### src/rtl/rsc_consts.svh
/*
  Constants of the system reset controller: register offsets, field
  positions, reset values and timing counts. Assumes a 125 MHz aclk.
*/
`ifndef RSC_CONSTS_SVH
`define RSC_CONSTS_SVH

`define RSC_CLK_MHZ 125
// Pin low time needed for a reset, and its least cycle count
`define RSC_T_RST_NS 400
`define RSC_RST_CYC ((`RSC_T_RST_NS * `RSC_CLK_MHZ + 999) / 1000)
// Shortest supply dip the undervolt detector acts on
`define RSC_T_BOD_NS 1000
`define RSC_BOD_CYC ((`RSC_T_BOD_NS * `RSC_CLK_MHZ + 999) / 1000)
// Delay counter tick
`define RSC_TICK_NS 1000
`define RSC_TICK_CYC (`RSC_TICK_NS * `RSC_CLK_MHZ / 1000)
// Start-up time-out choices, in microseconds (one tick each)
`define RSC_TOUT_SHORT_US 0
`define RSC_TOUT_MID_US 4100
`define RSC_TOUT_LONG_US 65000
`define RSC_XTAL_START_US 131
`define RSC_TICK_US 1

// Register byte offsets
`define RSC_OFF_CAUSE 8'h00
`define RSC_OFF_IRQ_ST 8'h04
`define RSC_OFF_IRQ_MASK 8'h08
`define RSC_OFF_CTRL 8'h0c
`define RSC_OFF_STATE 8'h10

// Cause and interrupt bit positions
`define RSC_B_POR 0
`define RSC_B_EXT 1
`define RSC_B_BOD 2
`define RSC_B_WDT 3
`define RSC_B_JTAG 4
`define RSC_B_USB 5
// Control fields
`define RSC_B_USB_CPU_EN 0
// State register fields
`define RSC_B_BUSY 0
`define RSC_B_BOD_EN 1
`define RSC_F_SUT_LSB 4
`define RSC_F_CLOCK_SOURCE_FUSES_LSB 8

// Reset values, undervolt-off fuse code and bus response codes
`define RSC_CAUSE_RST 6'h00
`define RSC_MASK_RST 6'h00
`define RSC_UV_OFF 3'h7
`define RSC_RESP_OK 2'h0
`define RSC_RESP_ERR 2'h2

`endif

### src/rtl/rsc_pkg.sv
/*
  Types of the system reset controller. Constants live in rsc_consts.svh.
*/
package rsc_pkg;

  typedef enum logic [1:0] {
    RSC_HOLD = 2'b00,
    RSC_COUNT = 2'b01,
    RSC_RUN = 2'b10
  } rsc_dly_e;

  typedef struct packed {
    logic s1;
    logic s2;
    logic [7:0] cnt;
    logic q;
  } rsc_qual_s;

  typedef struct packed {
    rsc_dly_e st;
    logic [6:0] div;
    logic [16:0] cnt;
  } rsc_dly_s;

  typedef struct packed {
    logic [5:0] cause;
    logic [5:0] irq_st;
    logic [5:0] irq_mask;
    logic usb_cpu_en;
    logic por_q;
    logic ext_q;
    logic bod_q;
    logic jtag_q;
    logic wdt_pulse;
    logic usb_pulse;
    logic cpu_rst;
    logic fetch;
    logic bvalid;
    logic [1:0] bresp;
    logic rvalid;
    logic [1:0] rresp;
    logic [31:0] rdata;
  } rsc_top_s;

endpackage

### src/rtl/rsc_dly_if.sv
/*
  Carrier between the reset combiner and the delay counter.
  Same clock on both ends.
*/
`timescale 1ns/10ps
`default_nettype none

interface rsc_dly_if;
  logic hold;
  logic [16:0] ticks;
  logic busy;
  modport ctl (output hold, output ticks, input busy);
  modport cnt (input hold, input ticks, output busy);
endinterface

`default_nettype wire

### src/rtl/rsc_qual.sv
/*
  Two-flop synchroniser followed by a minimum-width filter.
  Assumes d may change at any time relative to aclk.
*/
`timescale 1ns/10ps
`default_nettype none

module rsc_qual #(
  parameter logic [7:0] N = 8'h01
) (
  // Clock and reset
  input wire logic aclk,
  input wire logic aresetn,
  // Level in and qualified level out
  input wire logic d,
  output logic q
);

  rsc_pkg::rsc_qual_s s, next_s;

  always_comb begin
    next_s = s;
    next_s.s1 = d;
    next_s.s2 = s.s1;
    if (!s.s2) begin
      next_s.cnt = 8'h00;
      next_s.q = 1'b0;
    end else begin
      if (s.cnt != 8'hff) begin
        next_s.cnt = s.cnt + 8'h01;
      end
      next_s.q = (s.cnt >= N - 8'h01);
    end
  end

  always_ff @(posedge aclk) begin
    if (!aresetn) begin
      s <= '0;
    end else begin
      s <= next_s;
    end
  end

  assign q = s.q;

endmodule

`default_nettype wire

### src/rtl/rsc_delay.sv
/*
  Start-up delay counter. Counts ticks of a 1 us divider once hold drops.
  Assumes ticks is steady while hold is low.
*/
`timescale 1ns/10ps
`default_nettype none

`include "rsc_consts.svh"

module rsc_delay (
  // Clock and reset
  input wire logic aclk,
  input wire logic aresetn,
  // Controller side
  rsc_dly_if.cnt dly
);

  rsc_pkg::rsc_dly_s s, next_s;
  logic tick;

  assign tick = (s.div == 7'(`RSC_TICK_CYC - 1));

  always_comb begin
    next_s = s;
    next_s.div = tick ? 7'h00 : s.div + 7'h01;
    case (s.st)
      rsc_pkg::RSC_HOLD: begin
        next_s.div = 7'h00;
        next_s.cnt = 17'h00000;
        if (!dly.hold) begin
          next_s.st = (dly.ticks == 17'h00000) ? rsc_pkg::RSC_RUN : rsc_pkg::RSC_COUNT;
        end
      end
      rsc_pkg::RSC_COUNT: begin
        if (dly.hold) begin
          next_s.st = rsc_pkg::RSC_HOLD;
        end else if (tick) begin
          next_s.cnt = s.cnt + 17'h00001;
          if (s.cnt + 17'h00001 == dly.ticks) begin
            next_s.st = rsc_pkg::RSC_RUN;
          end
        end
      end
      rsc_pkg::RSC_RUN: begin
        if (dly.hold) begin
          next_s.st = rsc_pkg::RSC_HOLD;
        end
      end
      default: begin
        next_s.st = rsc_pkg::RSC_HOLD;
      end
    endcase
  end

  always_ff @(posedge aclk) begin
    if (!aresetn) begin
      s <= '0;
    end else begin
      s <= next_s;
    end
  end

  assign dly.busy = (s.st != rsc_pkg::RSC_RUN);

endmodule

`default_nettype wire

### src/rtl/rsc_top.sv
/*
  System reset controller: combines the reset sources into one internal
  reset, stretched by a fuse-selected start-up delay, with cause flags,
  interrupt and an AXI4-Lite register slave.
  Assumes watchdog, USB and fuse inputs come from logic on aclk; supply,
  undervolt, reset pin and JTAG bit are asynchronous.
*/
//
// Operation
// - Reset loads I/O registers to initial values; fetch starts at reset vector after.
// - I/O ports reset at once, without a clock, on supply-low, pin low or enabled undervolt; other sources reach them through the registered cpu_rst.
// - After all sources drop, hold reset for the fuse-selected delay count.
// - Supply-low asserts reset at once; release goes through the delay counter.
// - Pin low beyond minimum width resets even clockless; shorter pulses may not.
// - Pin returning high starts the delay; run resumes after the time-out.
// - Undervolt level code 111 disables detection; lower codes pick higher levels.
// - Enabled undervolt resets at once; release goes through the delay counter.
// - Undervolt reset only when the low supply outlasts the filter time; I/O ports still reset on any enabled undervolt pulse, unfiltered.
// - Watchdog time-out resets only when enabled, as a one-cycle pulse.
// - Delay counting starts on the falling edge of the watchdog pulse.
// - Processor stays reset while the JTAG reset chain bit is one.
// - Enabled USB end-of-reset resets the processor, USB controller stays up.
// - Each source sets its flag; writing zero clears; power-on keeps only its own.
`timescale 1ns/10ps
`default_nettype none

`include "rsc_consts.svh"

module rsc_top #(
  parameter logic [16:0] TOUT_MID_TICKS = 17'(`RSC_TOUT_MID_US / `RSC_TICK_US),
  parameter logic [16:0] TOUT_LONG_TICKS = 17'(`RSC_TOUT_LONG_US / `RSC_TICK_US)
) (
  // Clock and reset
  input wire logic aclk,
  input wire logic aresetn,
  // AXI4-Lite write
  input wire logic [7:0] awaddr,
  input wire logic awvalid,
  output logic awready,
  input wire logic [31:0] wdata,
  input wire logic [3:0] wstrb,
  input wire logic wvalid,
  output logic wready,
  output logic [1:0] bresp,
  output logic bvalid,
  input wire logic bready,
  // AXI4-Lite read
  input wire logic [7:0] araddr,
  input wire logic arvalid,
  output logic arready,
  output logic [31:0] rdata,
  output logic [1:0] rresp,
  output logic rvalid,
  input wire logic rready,
  // Reset sources
  input wire logic supply_low,
  input wire logic reset_pin_n,
  input wire logic undervolt_detector,
  input wire logic wdt_timeout,
  input wire logic wdt_enable,
  input wire logic jtag_reset_bit,
  input wire logic usb_end_of_reset,
  // Fuses
  input wire logic [1:0] startup_time_fuses,
  input wire logic [3:0] clock_source_fuses,
  input wire logic [2:0] undervolt_level_fuses,
  // Reset outputs
  output logic io_reset_n,
  output logic cpu_reset_n,
  output logic usb_ctrl_reset_n,
  output logic cpu_fetch_start,
  output logic undervolt_enable,
  output logic [2:0] undervolt_trip_level,
  // Interrupt
  output logic irq
);

  rsc_pkg::rsc_top_s s, next_s;
  rsc_dly_if dly ();

  logic por_lvl, ext_lvl, bod_raw, bod_lvl, jtag_lvl, uv_en;
  logic [5:0] ev;
  logic wr_go, rd_go;
  logic [16:0] base_ticks, extra_ticks;

  rsc_qual #(.N(8'h01)) u_por (
    .aclk(aclk),
    .aresetn(aresetn),
    .d(supply_low),
    .q(por_lvl)
  );

  // pin low must outlast the minimum width
  rsc_qual #(.N(8'(`RSC_RST_CYC))) u_ext (
    .aclk(aclk),
    .aresetn(aresetn),
    .d(~reset_pin_n),
    .q(ext_lvl)
  );

  rsc_qual #(.N(8'(`RSC_BOD_CYC))) u_bod (
    .aclk(aclk),
    .aresetn(aresetn),
    .d(undervolt_detector),
    .q(bod_raw)
  );

  rsc_qual #(.N(8'h01)) u_jtag (
    .aclk(aclk),
    .aresetn(aresetn),
    .d(jtag_reset_bit),
    .q(jtag_lvl)
  );

  rsc_delay u_delay (
    .aclk(aclk),
    .aresetn(aresetn),
    .dly(dly)
  );

  assign uv_en = (undervolt_level_fuses != `RSC_UV_OFF);
  assign undervolt_enable = uv_en;
  assign undervolt_trip_level = undervolt_level_fuses;
  assign bod_lvl = bod_raw & uv_en;

  assign base_ticks = (startup_time_fuses == 2'h0) ? 17'(`RSC_TOUT_SHORT_US / `RSC_TICK_US) :
                      (startup_time_fuses == 2'h1) ? TOUT_MID_TICKS : TOUT_LONG_TICKS;
  // Crystal selections need extra oscillator settling
  assign extra_ticks = clock_source_fuses[3] ? 17'(`RSC_XTAL_START_US / `RSC_TICK_US) : 17'h00000;
  assign dly.ticks = base_ticks + extra_ticks;

  // JTAG bit holds reset as a level
  assign dly.hold = por_lvl | ext_lvl | bod_lvl | jtag_lvl | s.wdt_pulse | s.usb_pulse;

  assign ev[`RSC_B_POR] = por_lvl & ~s.por_q;
  assign ev[`RSC_B_EXT] = ext_lvl & ~s.ext_q;
  assign ev[`RSC_B_BOD] = bod_lvl & ~s.bod_q;
  assign ev[`RSC_B_WDT] = s.wdt_pulse;
  assign ev[`RSC_B_JTAG] = jtag_lvl & ~s.jtag_q;
  assign ev[`RSC_B_USB] = s.usb_pulse;

  // Write address and data are taken together
  assign awready = awvalid & wvalid & ~s.bvalid;
  assign wready = awready;
  assign wr_go = awready;
  assign arready = ~s.rvalid;
  assign rd_go = arvalid & ~s.rvalid;

  always_comb begin
    next_s = s;
    next_s.por_q = por_lvl;
    next_s.ext_q = ext_lvl;
    next_s.bod_q = bod_lvl;
    next_s.jtag_q = jtag_lvl;
    next_s.wdt_pulse = wdt_timeout & wdt_enable & ~s.wdt_pulse;
    next_s.usb_pulse = usb_end_of_reset & s.usb_cpu_en & ~s.usb_pulse;
    next_s.cpu_rst = dly.busy;
    // fetch from reset vector on release
    next_s.fetch = s.cpu_rst & ~dly.busy;

    if (s.bvalid && bready) begin
      next_s.bvalid = 1'b0;
    end
    if (s.rvalid && rready) begin
      next_s.rvalid = 1'b0;
    end

    if (wr_go) begin
      next_s.bvalid = 1'b1;
      next_s.bresp = `RSC_RESP_OK;
      if (awaddr == `RSC_OFF_CAUSE) begin
        if (wstrb[0]) begin
          next_s.cause = s.cause & wdata[5:0];
        end
      end else if (awaddr == `RSC_OFF_IRQ_ST) begin
        if (wstrb[0]) begin
          next_s.irq_st = s.irq_st & ~wdata[5:0];
        end
      end else if (awaddr == `RSC_OFF_IRQ_MASK) begin
        if (wstrb[0]) begin
          next_s.irq_mask = wdata[5:0];
        end
      end else if (awaddr == `RSC_OFF_CTRL) begin
        if (wstrb[0]) begin
          next_s.usb_cpu_en = wdata[`RSC_B_USB_CPU_EN];
        end
      end else if (awaddr == `RSC_OFF_STATE) begin
        next_s.bresp = `RSC_RESP_OK;
      end else begin
        next_s.bresp = `RSC_RESP_ERR;
      end
    end

    // set wins over clear; power-on keeps only its own flag
    if (ev[`RSC_B_POR]) begin
      next_s.cause = 6'h01 << `RSC_B_POR;
    end else begin
      next_s.cause = next_s.cause | ev;
    end
    next_s.irq_st = next_s.irq_st | ev;

    if (rd_go) begin
      next_s.rvalid = 1'b1;
      next_s.rresp = `RSC_RESP_OK;
      next_s.rdata = 32'h00000000;
      if (araddr == `RSC_OFF_CAUSE) begin
        next_s.rdata[5:0] = s.cause;
      end else if (araddr == `RSC_OFF_IRQ_ST) begin
        next_s.rdata[5:0] = s.irq_st;
      end else if (araddr == `RSC_OFF_IRQ_MASK) begin
        next_s.rdata[5:0] = s.irq_mask;
      end else if (araddr == `RSC_OFF_CTRL) begin
        next_s.rdata[`RSC_B_USB_CPU_EN] = s.usb_cpu_en;
      end else if (araddr == `RSC_OFF_STATE) begin
        next_s.rdata[`RSC_B_BUSY] = dly.busy;
        next_s.rdata[`RSC_B_BOD_EN] = uv_en;
        next_s.rdata[`RSC_F_SUT_LSB +: 2] = startup_time_fuses;
        next_s.rdata[`RSC_F_CLOCK_SOURCE_FUSES_LSB +: 4] = clock_source_fuses;
      end else begin
        next_s.rresp = `RSC_RESP_ERR;
      end
    end
  end

  always_ff @(posedge aclk) begin
    if (!aresetn) begin
      s <= '0;
      s.cpu_rst <= 1'b1;
      s.cause <= `RSC_CAUSE_RST;
      s.irq_mask <= `RSC_MASK_RST;
    end else begin
      s <= next_s;
    end
  end

  // asynchronous port reset path, no clock needed
  assign io_reset_n = ~(supply_low | ~reset_pin_n | (undervolt_detector & uv_en) | s.cpu_rst);
  assign cpu_reset_n = ~s.cpu_rst;
  // USB end-of-reset is left out so the controller stays attached
  assign usb_ctrl_reset_n = ~(por_lvl | ext_lvl | bod_lvl | jtag_lvl | s.wdt_pulse);
  assign cpu_fetch_start = s.fetch;
  assign irq = |(s.irq_st & s.irq_mask);
  assign bvalid = s.bvalid;
  assign bresp = s.bresp;
  assign rvalid = s.rvalid;
  assign rresp = s.rresp;
  assign rdata = s.rdata;

endmodule

`default_nettype wire

### config.mk
export PLATFORM = sky130hd
export DESIGN_NAME = rsc_top
export DESIGN_NICKNAME = d
export VERILOG_FILES = /design/src/rtl/rsc_pkg.sv /design/src/rtl/rsc_dly_if.sv /design/src/rtl/rsc_qual.sv /design/src/rtl/rsc_delay.sv /design/src/rtl/rsc_top.sv
export VERILOG_INCLUDE_DIRS = /design/src /design/src/rtl
export SDC_FILE = /design/constraint.sdc
export NUM_CORES = 1
export LEC_CHECK = 0
export ABC_AREA = 1
export ABC_CLOCK_PERIOD_IN_PS = 2100
export BUFFER_PORTS_ARGS = -buffer_cell sky130_fd_sc_hd__buf_2
export CORE_ASPECT_RATIO = 1.4
export CORE_MARGIN = 3
export CORE_UTILIZATION = 54
export CTS_BUF_LIST = sky130_fd_sc_hd__clkbuf_8 sky130_fd_sc_hd__clkbuf_16
export CTS_CLUSTER_DIAMETER = 100
export DETAILED_ROUTE_END_ITERATION = 10
export GPL_TIMING_DRIVEN = 0
export PLACE_DENSITY = 0.81
export SLEW_MARGIN = 10
export SYNTH_ARGS = -nofsm -noshare
export SYNTH_HDL_FRONTEND = slang
export SYNTH_SLANG_ARGS = --single-unit
### constraint.sdc
create_clock -name aclk -period 2.1 [get_ports aclk]
set_input_delay 0.315 -clock aclk [delete_from_list [all_inputs] [get_ports aclk]]
set_output_delay 0.315 -clock aclk [all_outputs]
set_load 0.1 [all_outputs]
==> flow_summary_export.csv <==
group,metric,value,unit
outcome,outcome,"finished, final reports clean",
cells_and_area,nets,888,
critical_path,critPathCaptureType,"register",
run,max-cap-violations,0,
yosys,avgSynthCellArea,7.13,µm²
timing,fin_worst_skew,0.00678,ns
floorplan,die-area,0.0104,mm²
critical_path,timing.rr.start,"u_delay.s[0]$_SDFFE_PN0P_",
pwr,irDropWorstVdd,0.550,mV
timing,maxSlewViolCount,0,
clocking,clock_sink_count,95,
routing,wire_per_inst,12.9,µm
floorplan,die_x,87.1,µm
pwr,power_frac_seq,43.3,%
timing,tightest_slew,0.693,ns
yosys,ys_types,46,
global_route,gr-usage-met2,40.5,%
yosys,syn_inst,697,
critical_path,worstPathCellList,"ha_1 > nand2_2 > nor2_4 > nand2_4 > nor2_1 > nand2_1 > nand2_1 > nand2_1 > nand2_1 > nand2_1 > nor2_1 > nand3_1 > nand2_1 > a21oi_1",
routing,drc,0,
critical_path,startpoint,"u_delay.s[0]$_SDFFE_PN0P_",
global_route,grt_busiest_layer,"met2",
global_route,grt_pass1_vias,4382,
placement,dp_slack,0.147,ns
critical_path,start_kind,"register",
global_route,grt_pass1_wl,19200,µm
routing,via_per_inst,5.24,
timing,setup_violations,0,
timing,fin_tns_setup,0,ns
yosys,synth_edf_count,0,
clocking,cts_tree,"done",
timing,fmax,0.521,GHz
pwr,p_leak,2.68,nW
timing,period_needed,1.92,ns
critical_path,path_class,"reg -> reg",
pwr,pwr-share-comb,20.3,%
timing,slew_headroom,53.8,%
clocking,cts_root_buf,"clkbuf_16",
timing,finalCritPeriodShare,91.4,%
routing,drt_iter0_drc,320,
cells_and_area,finalInstanceArea,0.00592,mm²
global_route,grt_max_degree,20,
floorplan,start_util,56.7,%
floorplan,die_y,120,µm
yosys,syn_area,0.00497,mm²
yosys,synth_seq_area_share,38.3,%
global_route,grt_overflow,0,
timing,final-hold-violation-count,0,
placement,placed_area,0.00560,mm²
yosys,synth_ff_type,"dfxtp_1",
placement,dpl.hpwl,8930,µm
clocking,h-tree-depth,3,
critical_path,cp_max_fo,6,
yosys,yosysWarningCount,0,
clocking,insertion_delay,0.35,ns
yosys,synth_area_leaders,"dfxtp_1, nand2_1, inv_1",
critical_path,cp.required,2.30,ns
routing,dr.pass1.iters,5,
pwr,power_frac_clock,36.4,%
global_route,grtUsageMet3,4.40,%
global_route,antenna_found_initial,0,
critical_path,critPathTopFamily,"simple AND/OR/NAND/NOR gates",
critical_path,cpMaxStageDelayCell,"dfxtp_2",
clocking,cts.clk_slew.worst_paths,0.07,ns
critical_path,critical_path_arrival,2.12,ns
pwr,switchingPower,1.54,mW
critical_path,crit_top_cell,"nand2_1",
placement,io_buffers,70,
yosys,async_reset_ff_share,0,%
pwr,power_density,760,mW/mm²
global_route,track_usage,22.9,%
clocking,numCtsBuffers,9,
cells_and_area,syn2layout_area_growth,19.1,%
clocking,postCtsHoldBufs,0,
floorplan,ios,125,
yosys,synth_top_area_share,38.3,%
placement,globalplace.congestion,0.892,
floorplan,core_area,0.00876,mm²
min_path,hp-start,"reset_pin_n",
yosys,ys_seq_elements,95,
cells_and_area,n_antenna_cell,0,
critical_path,path_buf_inv,0,
pwr,p_int,2.95,mW
routing,ant_nets,0,
yosys,synth_common_cells,"nand2_1, inv_1, dfxtp_1",
yosys,post-synth-top-area-cell,"dfxtp_1",
routing,dr_total_vias,4781,
cells_and_area,drive_gt1_share,21.1,%
pwr,swShare,34.3,%
yosys,post-synth-top-count-cell,"nand2_1",
global_route,met1_usage,26.5,%
clocking,clk_path_buf_depth,2,
timing,grt_setup_unrepaired,"no",
min_path,hold_path_class,"in -> reg",
floorplan,rows,40,
timing,setup_slack,0.181,ns
critical_path,crit_path_max_incr_delay,0.37,ns
routing,wl,11800,µm
==> power groups by stage <==
stage	combinational, mW	sequential (mW)	clock, mW
finish	0.912	1.95	1.64
floorplan	0.693	2.00	0
detailed placement	0.893	1.99	0
global route	0.978	1.96	1.73
global placement	0.881	1.98	0
CTS	0.901	1.95	1.65
==> timing repair <==
action,in CTS,in global routing
resized for setup,0,3
endpoints found under the setup margin,0,5
setup buffers,0,1
==> stage by stage <==
stage,total power [mW],hold slack (ns),std cells,util [%]
final,4.50,0.140,912,67.6
after global routing,4.67,0.140,912,67.6
after CTS,4.50,0.133,911,67.4
after detailed placement,2.88,0.401,895,64.0
after global placement,2.86,0.392,895,64.0
after floorplan,2.69,0.387,720,-
==> routing by layer <==
| layer | vias to the layer above | routed length (µm) |
|---|---|---|
| met1 | 2157 | 4710 |
| met3 | 21 | 800 |
| met5 | - | 0 |
| met2 | 178 | 5990 |
| met4 | 0 | 267 |
| li1 | 2425 | - |
==> worst paths after layout <==
kind         cells after the start  slack, ns                    endpoint
min reg2reg                      2       0.42       u_bod.s[9]$_SDFF_PN0_
min                              2       0.14  u_ext.next_s[9]$_SDFF_PN0_
max reg2reg                     14       0.18  u_delay.s[24]$_SDFFE_PN0P_
max                             14       0.18  u_delay.s[24]$_SDFFE_PN0P_
==> layout by cell type, fill, tap and decap left out, drive strengths merged, types with 6 or more instances in the layout <==
| cell type | synthesis | layout |
|---|---|---|
| dfxtp | 95 | 95 |
| inv | 102 | 104 |
| a21oi | 59 | 59 |
| nor3 | 8 | 8 |
| nor2 | 71 | 71 |
| conb | 1 | 24 |
| nand4 | 9 | 9 |
| a211oi | 7 | 7 |
| a31oi | 6 | 6 |
| o21ai | 50 | 50 |
| ha | 11 | 11 |
| nand2 | 136 | 136 |
| xnor2 | 7 | 7 |
| nand3 | 44 | 44 |
| clkbuf | 8 | 17 |
| buf | 45 | 116 |
==> sequential cells by signal, indices dropped and copies added (netlist names), 2 cells and up <==
signal	cells
u_bod.s	9
ev	2
u_ext.s	9
u_delay.s	26
s	24
rdata	10
==> final cells by class <==
cell class	instances	area, µm²
inverters	103	397
plain buffers	53	360
flip-flops and latches	95	1910
clock buffers	9	225
well taps	105	131
clock inverters	7	77.6
fillers	756	2840
multi-input cells	469	2460
repair buffers	71	358
==> cells by family (layout without fill, tap and decap cells) <==
group,after synthesis,count (layout),share of synthesized area [%]
other cells,1,24,0.0755
flops,95,95,38.3
fa+ha+maj,11,11,2.77
simple gates,282,282,25.6
xor+xnor,11,11,2.24
compound gates,141,141,16.0
buf+inv,156,243,15.0
No activity file was read; power rests on OpenSTA's default activity.
